### src/sfic_pkg.sv
// constants shared by both ends of the serial flash id / power-down link
package sfic_pkg;
  // opcodes
  localparam logic [7:0] OP_WRITE_STATUS2 = 8'h31;
  localparam logic [7:0] OP_READ_ID_STD = 8'h9f;
  localparam logic [7:0] OP_READ_ID_LEGACY = 8'h15;
  localparam logic [7:0] OP_DEEP_PD = 8'hb9;
  localparam logic [7:0] OP_RESUME_PD = 8'hab;
  // second status byte layout, reset values and id read constants
  localparam int unsigned RESET_CMD_ENABLE_BIT = 4;
  localparam logic RESET_CMD_ENABLE_RESET = 1'b0;
  localparam logic WRITE_ENABLE_LATCH_RESET = 1'b0;
  localparam logic [7:0] EXT_INFO_LEN = 8'h00;
  localparam logic [2:0] STD_ID_BYTES = 3'd4;
  localparam logic [2:0] LEGACY_ID_BYTES = 3'd2;
  // timing
  localparam int unsigned CLK_PERIOD_NS = 4;
  localparam int unsigned DEEP_SLEEP_ENTRY_TIME_NS = 3000;
  localparam int unsigned DEEP_SLEEP_EXIT_TIME_NS = 8000;
  localparam int unsigned ENTRY_CYCLES = DEEP_SLEEP_ENTRY_TIME_NS / CLK_PERIOD_NS;
  localparam int unsigned EXIT_CYCLES = DEEP_SLEEP_EXIT_TIME_NS / CLK_PERIOD_NS;
  localparam int unsigned TMR_W = 12;
  // host register map
  localparam logic [11:0] HOST_CMD_OFS = 12'h000;
  localparam logic [11:0] HOST_STATUS_OFS = 12'h004;
  localparam logic [11:0] HOST_RXDATA_OFS = 12'h008;
  localparam logic [11:0] HOST_DIV_OFS = 12'h00c;
  localparam int unsigned CMD_OP_LSB = 0;
  localparam int unsigned CMD_DATA_LSB = 8;
  localparam int unsigned CMD_BITS_LSB = 16;
  localparam int unsigned CMD_BITS_W = 6;
  localparam logic [7:0] DIV_RESET = 8'h10;
  localparam logic [7:0] DIV_MIN = 8'h02;
  localparam int unsigned TX_W = 40;
endpackage

### src/sfic_if.sv
// serial link between host controller and flash command logic
`timescale 1ns/10ps
interface sfic_if;
  logic cs_n;
  logic sck;
  logic mosi;
  logic miso;
  logic miso_oe_n;
  wire miso_line;
  // released line floats high through a pull-up
  assign miso_line = miso_oe_n ? 1'b1 : miso;
  modport host (output cs_n, output sck, output mosi, input miso_line);
  modport flash (input cs_n, input sck, input mosi, output miso, output miso_oe_n);
endinterface

### src/sfic_flash.sv
// flash-side command logic: status byte two, id reads, deep power-down
// Operation
// - host sets write latch before status write
// - opcode 31h plus one byte, bit 4 only
// - bytes after the data byte are discarded
// - valid write updates enable bit, clears latch
// - short or misaligned write aborts, latch cleared
// - only that write changes enable bit
// - 9Fh returns maker, two id, zero length
// - after length byte output released, clocks ignored
// - chip select rise ends standard id read
// - 15h returns maker and device code
// - chip select rise ends legacy id read
// - deselected and idle means standby
// - B9h then deselect enters deep power-down
// - bad deep power-down command stays in standby
// - deep power-down ignores all but resume
// - deep power-down ignored while busy
// - ABh then deselect returns to standby
// - bad resume stays in deep power-down
// - start in standby after power-up
// - host reads ids at low clock rate
// - enable bit resets low, reset command blocked
// - latch low refuses writing commands
//
// Implementation choices: the APB register port and the address map.
`timescale 1ns/10ps
module sfic_flash
  import sfic_pkg::*;
#(
  parameter logic [7:0] MFR_ID = 8'h5a,
  parameter logic [7:0] DEV_ID1 = 8'h3c,
  parameter logic [7:0] DEV_ID2 = 8'h01,
  parameter logic [7:0] LEGACY_CODE = 8'h77
)
(
  // clock and reset
  input wire logic pclk,
  input wire logic presetn,
  // serial link
  sfic_if.flash spi,
  // neighbouring flash logic
  input wire logic busy_in,
  input wire logic latch_set,
  output logic reset_cmd_enable,
  output logic write_enable_latch,
  output logic deep_powerdown,
  output logic standby
);

  typedef enum logic [1:0] {st_standby, st_entering, st_deep, st_exiting} sfic_pwr_type;

  // id byte lookup: {valid, value}; arbitrary id values come from parameters
  function automatic logic [8:0] id_byte(input logic [7:0] op, input logic [2:0] idx);
    logic [8:0] r;
    r = 9'h000;
    if (op == OP_READ_ID_STD)
    begin
      case (idx)
        3'd1: r = {1'b1, MFR_ID};
        3'd2: r = {1'b1, DEV_ID1};
        3'd3: r = {1'b1, DEV_ID2};
        3'd4: r = {1'b1, EXT_INFO_LEN};
        default: r = 9'h000;
      endcase
    end
    else if (op == OP_READ_ID_LEGACY)
    begin
      case (idx)
        3'd1: r = {1'b1, MFR_ID};
        3'd2: r = {1'b1, LEGACY_CODE};
        default: r = 9'h000;
      endcase
    end
    return r;
  endfunction

  logic cs_prev_reg;
  logic sck_prev_reg;
  logic [2:0] bit_reg;
  logic [2:0] bit_next;
  logic [2:0] byte_reg;
  logic [2:0] byte_next;
  logic [7:0] shift_reg;
  logic [7:0] op_reg;
  logic [7:0] data_reg;
  logic miso_reg;
  logic miso_next;
  logic oe_n_reg;
  logic oe_n_next;
  logic rce_reg;
  logic rce_next;
  logic latch_reg;
  logic latch_next;
  sfic_pwr_type state_reg;
  sfic_pwr_type state_next;
  logic [TMR_W-1:0] tmr_reg;
  logic [TMR_W-1:0] tmr_next;

  wire sel = ~spi.cs_n;
  wire sck_rise = sel & spi.sck & ~sck_prev_reg;
  wire sck_fall = sel & ~spi.sck & sck_prev_reg;
  wire cs_rise = spi.cs_n & ~cs_prev_reg;
  wire [7:0] shift_in = {shift_reg[6:0], spi.mosi};
  wire byte_done = sck_rise & (bit_reg == 3'd7);
  wire on_boundary = (bit_reg == 3'd0);
  wire op_full = (byte_reg != 3'd0);
  wire in_standby = (state_reg == st_standby);
  wire [8:0] id_now = id_byte(op_reg, byte_reg);
  wire id_drive = in_standby & id_now[8];
  wire [2:0] out_idx = 3'd7 - bit_reg;
  wire tmr_done_entry = (tmr_reg == TMR_W'(ENTRY_CYCLES - 1));
  wire tmr_done_exit = (tmr_reg == TMR_W'(EXIT_CYCLES - 1));

  // status byte two write seen at deselect with latch set
  wire wrsr2_seen = cs_rise & in_standby & ~busy_in & (op_reg == OP_WRITE_STATUS2)
                    & op_full & latch_reg;
  wire wrsr2_ok = wrsr2_seen & on_boundary & (byte_reg >= 3'd2);
  wire enter_ok = cs_rise & in_standby & ~busy_in & (op_reg == OP_DEEP_PD)
                  & op_full & on_boundary;
  wire resume_ok = cs_rise & (state_reg == st_deep) & (op_reg == OP_RESUME_PD)
                   & op_full & on_boundary;

  // bit and byte position within the frame
  always_comb
  begin
    bit_next = bit_reg;
    byte_next = byte_reg;
    if (!sel)
    begin
      bit_next = 3'd0;
      byte_next = 3'd0;
    end
    else if (sck_rise)
    begin
      bit_next = bit_reg + 3'd1;
      if (byte_done && byte_reg != 3'd7)
      begin
        byte_next = byte_reg + 3'd1;
      end
    end
  end

  // serial output, changed on falling clock
  always_comb
  begin
    miso_next = miso_reg;
    oe_n_next = oe_n_reg;
    if (!sel)
    begin
      oe_n_next = 1'b1;
    end
    else if (sck_fall)
    begin
      oe_n_next = ~id_drive;
      if (id_drive)
      begin
        miso_next = id_now[out_idx];
      end
    end
  end

  // enable bit and write latch
  always_comb
  begin
    rce_next = rce_reg;
    latch_next = latch_reg;
    if (wrsr2_ok)
    begin
      rce_next = data_reg[RESET_CMD_ENABLE_BIT];
    end
    if (wrsr2_seen)
    begin
      latch_next = 1'b0;
    end
    if (latch_set && in_standby)
    begin
      latch_next = 1'b1;
    end
  end

  // power state sequencing
  always_comb
  begin
    state_next = state_reg;
    tmr_next = tmr_reg;
    case (state_reg)
      st_standby:
      begin
        tmr_next = '0;
        if (enter_ok)
        begin
          state_next = st_entering;
        end
      end
      st_entering:
      begin
        tmr_next = tmr_reg + TMR_W'(1);
        if (tmr_done_entry)
        begin
          state_next = st_deep;
          tmr_next = '0;
        end
      end
      st_deep:
      begin
        tmr_next = '0;
        if (resume_ok)
        begin
          state_next = st_exiting;
        end
      end
      st_exiting:
      begin
        tmr_next = tmr_reg + TMR_W'(1);
        if (tmr_done_exit)
        begin
          state_next = st_standby;
          tmr_next = '0;
        end
      end
      default:
      begin
        state_next = st_standby;
        tmr_next = '0;
      end
    endcase
  end

  // frame capture, msb first
  always_ff @(posedge pclk or negedge presetn)
  begin
    if (!presetn)
    begin
      shift_reg <= 8'h00;
      op_reg <= 8'h00;
      data_reg <= 8'h00;
    end
    else
    begin
      if (sck_rise)
      begin
        shift_reg <= shift_in;
      end
      if (byte_done && byte_reg == 3'd0)
      begin
        op_reg <= shift_in;
      end
      if (byte_done && byte_reg == 3'd1)
      begin
        data_reg <= shift_in;
      end
    end
  end

  always_ff @(posedge pclk or negedge presetn)
  begin
    if (!presetn)
    begin
      cs_prev_reg <= 1'b1;
      sck_prev_reg <= 1'b0;
      bit_reg <= 3'd0;
      byte_reg <= 3'd0;
      miso_reg <= 1'b0;
      oe_n_reg <= 1'b1;
      rce_reg <= RESET_CMD_ENABLE_RESET;
      latch_reg <= WRITE_ENABLE_LATCH_RESET;
      state_reg <= st_standby;
      tmr_reg <= '0;
    end
    else
    begin
      cs_prev_reg <= spi.cs_n;
      sck_prev_reg <= spi.sck;
      bit_reg <= bit_next;
      byte_reg <= byte_next;
      miso_reg <= miso_next;
      oe_n_reg <= oe_n_next;
      rce_reg <= rce_next;
      latch_reg <= latch_next;
      state_reg <= state_next;
      tmr_reg <= tmr_next;
    end
  end

  assign spi.miso = miso_reg;
  assign spi.miso_oe_n = oe_n_reg;
  assign reset_cmd_enable = rce_reg;
  assign write_enable_latch = latch_reg;
  assign deep_powerdown = (state_reg == st_deep);
  assign standby = in_standby & ~sel;

endmodule

### src/flat_wrapper.sv
// flat-port wrapper written by rule: the top's interface ports become plain ports
module sfic_flash_flat import sfic_pkg::*;
#(
  parameter logic [7:0] MFR_ID = 8'h5a,
  parameter logic [7:0] DEV_ID1 = 8'h3c,
  parameter logic [7:0] DEV_ID2 = 8'h01,
  parameter logic [7:0] LEGACY_CODE = 8'h77
)
  (pclk, presetn, busy_in, latch_set, reset_cmd_enable, write_enable_latch, deep_powerdown, standby, spi_cs_n, spi_sck, spi_mosi, spi_miso, spi_miso_oe_n);
  sfic_if spi_i ();
  input wire logic pclk;
  input wire logic presetn;
  input wire logic busy_in;
  input wire logic latch_set;
  output logic reset_cmd_enable;
  output logic write_enable_latch;
  output logic deep_powerdown;
  output logic standby;
  input wire logic [$bits(spi_i.cs_n)-1:0] spi_cs_n;
  input wire logic [$bits(spi_i.sck)-1:0] spi_sck;
  input wire logic [$bits(spi_i.mosi)-1:0] spi_mosi;
  output wire logic [$bits(spi_i.miso)-1:0] spi_miso;
  output wire logic [$bits(spi_i.miso_oe_n)-1:0] spi_miso_oe_n;
  assign spi_i.cs_n = spi_cs_n;
  assign spi_i.sck = spi_sck;
  assign spi_i.mosi = spi_mosi;
  assign spi_miso = spi_i.miso;
  assign spi_miso_oe_n = spi_i.miso_oe_n;
  sfic_flash #(.MFR_ID(MFR_ID), .DEV_ID1(DEV_ID1), .DEV_ID2(DEV_ID2), .LEGACY_CODE(LEGACY_CODE)) u_core (.pclk(pclk), .presetn(presetn), .spi(spi_i), .busy_in(busy_in), .latch_set(latch_set), .reset_cmd_enable(reset_cmd_enable), .write_enable_latch(write_enable_latch), .deep_powerdown(deep_powerdown), .standby(standby));
endmodule
### config.mk
export PLATFORM = sky130hd
export DESIGN_NAME = sfic_flash_flat
export DESIGN_NICKNAME = d
export VERILOG_FILES = /design/src/sfic_pkg.sv /design/src/sfic_if.sv /design/src/sfic_flash.sv /design/src/flat_wrapper.sv
export SDC_FILE = /design/constraint.sdc
export NUM_CORES = 1
export LEC_CHECK = 0
export ABC_AREA = 1
export BUFFER_PORTS_ARGS = -buffer_cell sky130_fd_sc_hd__buf_2
export CORE_MARGIN = 2
export CORE_UTILIZATION = 45
export CTS_CLUSTER_SIZE = 14
export DETAILED_ROUTE_END_ITERATION = 10
export PLACE_DENSITY = 0.7
export SLEW_MARGIN = 20
export SYNTH_ARGS = -nofsm -noshare
export SYNTH_HDL_FRONTEND = slang
export SYNTH_SLANG_ARGS = --single-unit
### constraint.sdc
create_clock -name pclk -period 2.4 [get_ports pclk]
set_clock_uncertainty 0.2 [all_clocks]
set_input_delay 0.36 -clock pclk [delete_from_list [all_inputs] [get_ports pclk]]
set_output_delay 0.36 -clock pclk [all_outputs]
set_load 0.005 [all_outputs]
==> impl_metrics.ini <==
[outcome]
status = finished clean

[setup_path]
cp_data_required_time_ns = 1.84
r2r-start = u_core.byte_reg[0]
arrival_ns = 1.32
path_max_fanout = 5
critPathKind = reg2out
r2r_slack_ns = 0.55
worst_setup_path_end_kind = primary output
startpoint_type = flop
reg2reg_depth = 8
r2r_end = u_core.reset_cmd_enable

[route]
wl_per_cell_um = 11.6
num_vias = 1892
ant_nets = 0
drcViolationCount = 0
routed_via_density = 4.90
initialDrtViolationCount = 91
first_pass_iters = 4
wirelength_um = 4490

[timing]
hold_ws_ns = 0.0201
fin_ws_ns = 0.518
finalSetupTns_ns = 0
hold_viol = 0
worst_pin_slew_ns = 0.410
max_slew_margin_pct = 72.4
final_max_slew_viol_count = 0
setup_violations = 0
finalCriticalPeriod_ns = 1.88
rsz0062_at_grt = no
post-route-period-util_pct = 78.4
fmax_ghz = 0.531

[worst_hold_path]
worstHoldEndpoint = u_core.cs_prev_reg
hold_path_startpoint = spi_cs_n
hp-class = in2reg
whs_path_depth = 1

[final_layout]
final_util_pct = 51.6
drive_above_1_share_pct = 14.2
final_cell_mix = nand2_1, inv_1, dfrtp_1
largest_register_ffs = 12
final_common_cell = nand2_1
fin_nets = 338
antenna_cells = 0
syn_to_final_growth_pct = 11.2

[place]
dpl_worst_slack_ns = 0.570
portBuffers = 12
place_congestion = 0.904
dp_hpwl_um = 3440

[die]
num_rows = 26
initial_core_util_pct = 46.4
coreArea_um2 = 5070
die_w_um = 76.3
die_h_um = 76.3
dieArea_um2 = 5820
io_pins = 13

[synth]
synth_cell_type_count = 31
syn_area_um2 = 2350
synth.ff_latch_count = 42
synthTopCellsByArea = dfrtp_1, nand2_1, ha_1, inv_1, nor2_1
synthesis.nets = 316
synth_top_area_share_pct = 42.5
yosysTopAreaCell = dfrtp_1
synth_cells = 293
synth-seq-area-share_pct = 44.8
ys_warn_count = 0
avgSynthCellArea_um2 = 8.03

[cts]
htreeDepth = 2
cts_tree = done
clock_path_buffers = 2
path_clk_slew_ns = 0.08
cts-root-buf = clkbuf_8
cts_made_buffers = 5
cts_sinks = 42
post_cts_buffers = 0
clkLatencyLatePin_ns = 0.30

[global_route]
grt_usage_pct = 17.1
grt_pass1_vias = 1835
grt_antenna_before_repair = 0
grt_max_degree = 18
grt_overflow = 0
grt_first_pass_wirelength_um = 8100

[power_and_ir_drop]
power.density_nw_per_um2 = 511
p_leak_nw = 1.28
design_power_total_mw = 1.34
vdd.ir_drop.worst_mv = 0.265

[flow_run]
maxCapViolCount = 0
[synth_stat cells]
| master | n |
|---|---|
| nand2_1 | 77 |
| inv_1 | 41 |
| dfrtp_1 | 40 |
| nor2_1 | 30 |
| o21ai_0 | 19 |
| nand3_1 | 18 |
| ha_1 | 16 |
| nor3_1 | 8 |
| o21ai_2 | 8 |
| a21oi_1 | 6 |
| nor2_2 | 5 |
| dfstp_2 | 2 |
| inv_2 | 2 |
| nand3b_1 | 2 |
| xnor2_1 | 2 |
| xor2_1 | 2 |
| a21oi_2 | 1 |
| a22o_1 | 1 |
| a31oi_1 | 1 |
| buf_2 | 1 |
| buf_6 | 1 |
| nand3_2 | 1 |
| nand3_4 | 1 |
| nand4_1 | 1 |
| nor3_4 | 1 |
| nor3b_1 | 1 |
| nor4_1 | 1 |
| o21ai_1 | 1 |
| o22ai_1 | 1 |
| o31a_1 | 1 |
| or2_2 | 1 |
[routing by layer]
metal	wire length (um)	part of all wire (%)	GRT usage (%)
met5	0	0	0
met4	74	1.6	6.55
met3	197	4.4	2.84
met2	2080	46	28.2
met1	2140	48	22.7
[repair_timing]
action / CTS / global route
resized for setup: 0 / 0
hold buffers: 2 / 0
endpoints found under the hold margin: 16 / 0
[stage by stage]
stage	cell area, um2	cells
floorplan	2350	293
global placement	2510	376
detailed placement	2510	376
CTS	2620	386
global route	2620	386
finish	2620	386
[how the worst max path moves through the flow]
stage	from	depth (start not counted)	slack [ns]	endpoint
floorplan	u_core.state_reg[0]	7	0.77	u_core.state_reg[1]
CTS	u_core.state_reg[1]	5	0.50	standby
finish	u_core.state_reg[1]	5	0.52	standby
global placement	u_core.byte_reg[0]	8	0.59	u_core.reset_cmd_enable
detailed placement	u_core.byte_reg[0]	8	0.57	u_core.reset_cmd_enable
global route	u_core.byte_reg[0]	8	0.37	u_core.reset_cmd_enable
[layout make-up]
| cell class | count | area, um2 |
|---|---|---|
| clock inverters | 3 | 21.3 |
| inverters | 43 | 161 |
| fillers | 506 | 2460 |
| flip-flops and latches | 42 | 1050 |
| well taps | 70 | 87.6 |
| multi-input cells | 206 | 1120 |
| repair buffers | 17 | 103 |
| clock buffers | 5 | 68.8 |
[cell families after synthesis]
kind of cell    after synthesis  share of synthesized area, %
fa+ha+maj                    16                          8.51
flops                        42                          44.8
simple gates                147                          27.5
xor+xnor                      4                          1.49
buf+inv                      45                          7.55
compound gates               39                          10.2
[worst max-delay path: stages (launching register included)]
cell	delay, ns
dfrtp_1	0.41
inv_1	0.12
ha_1	0.24
nand2_1	0.09
inv_1	0.06
buf_2	0.11
[report_power, final]
group          leakage (nW)  internal (mW)  switching, mW
clock network        0.0441          0.204          0.244
logic                 0.710         0.0399         0.0913
registers             0.528          0.740         0.0193
Power figures use the tool's default switching activity.
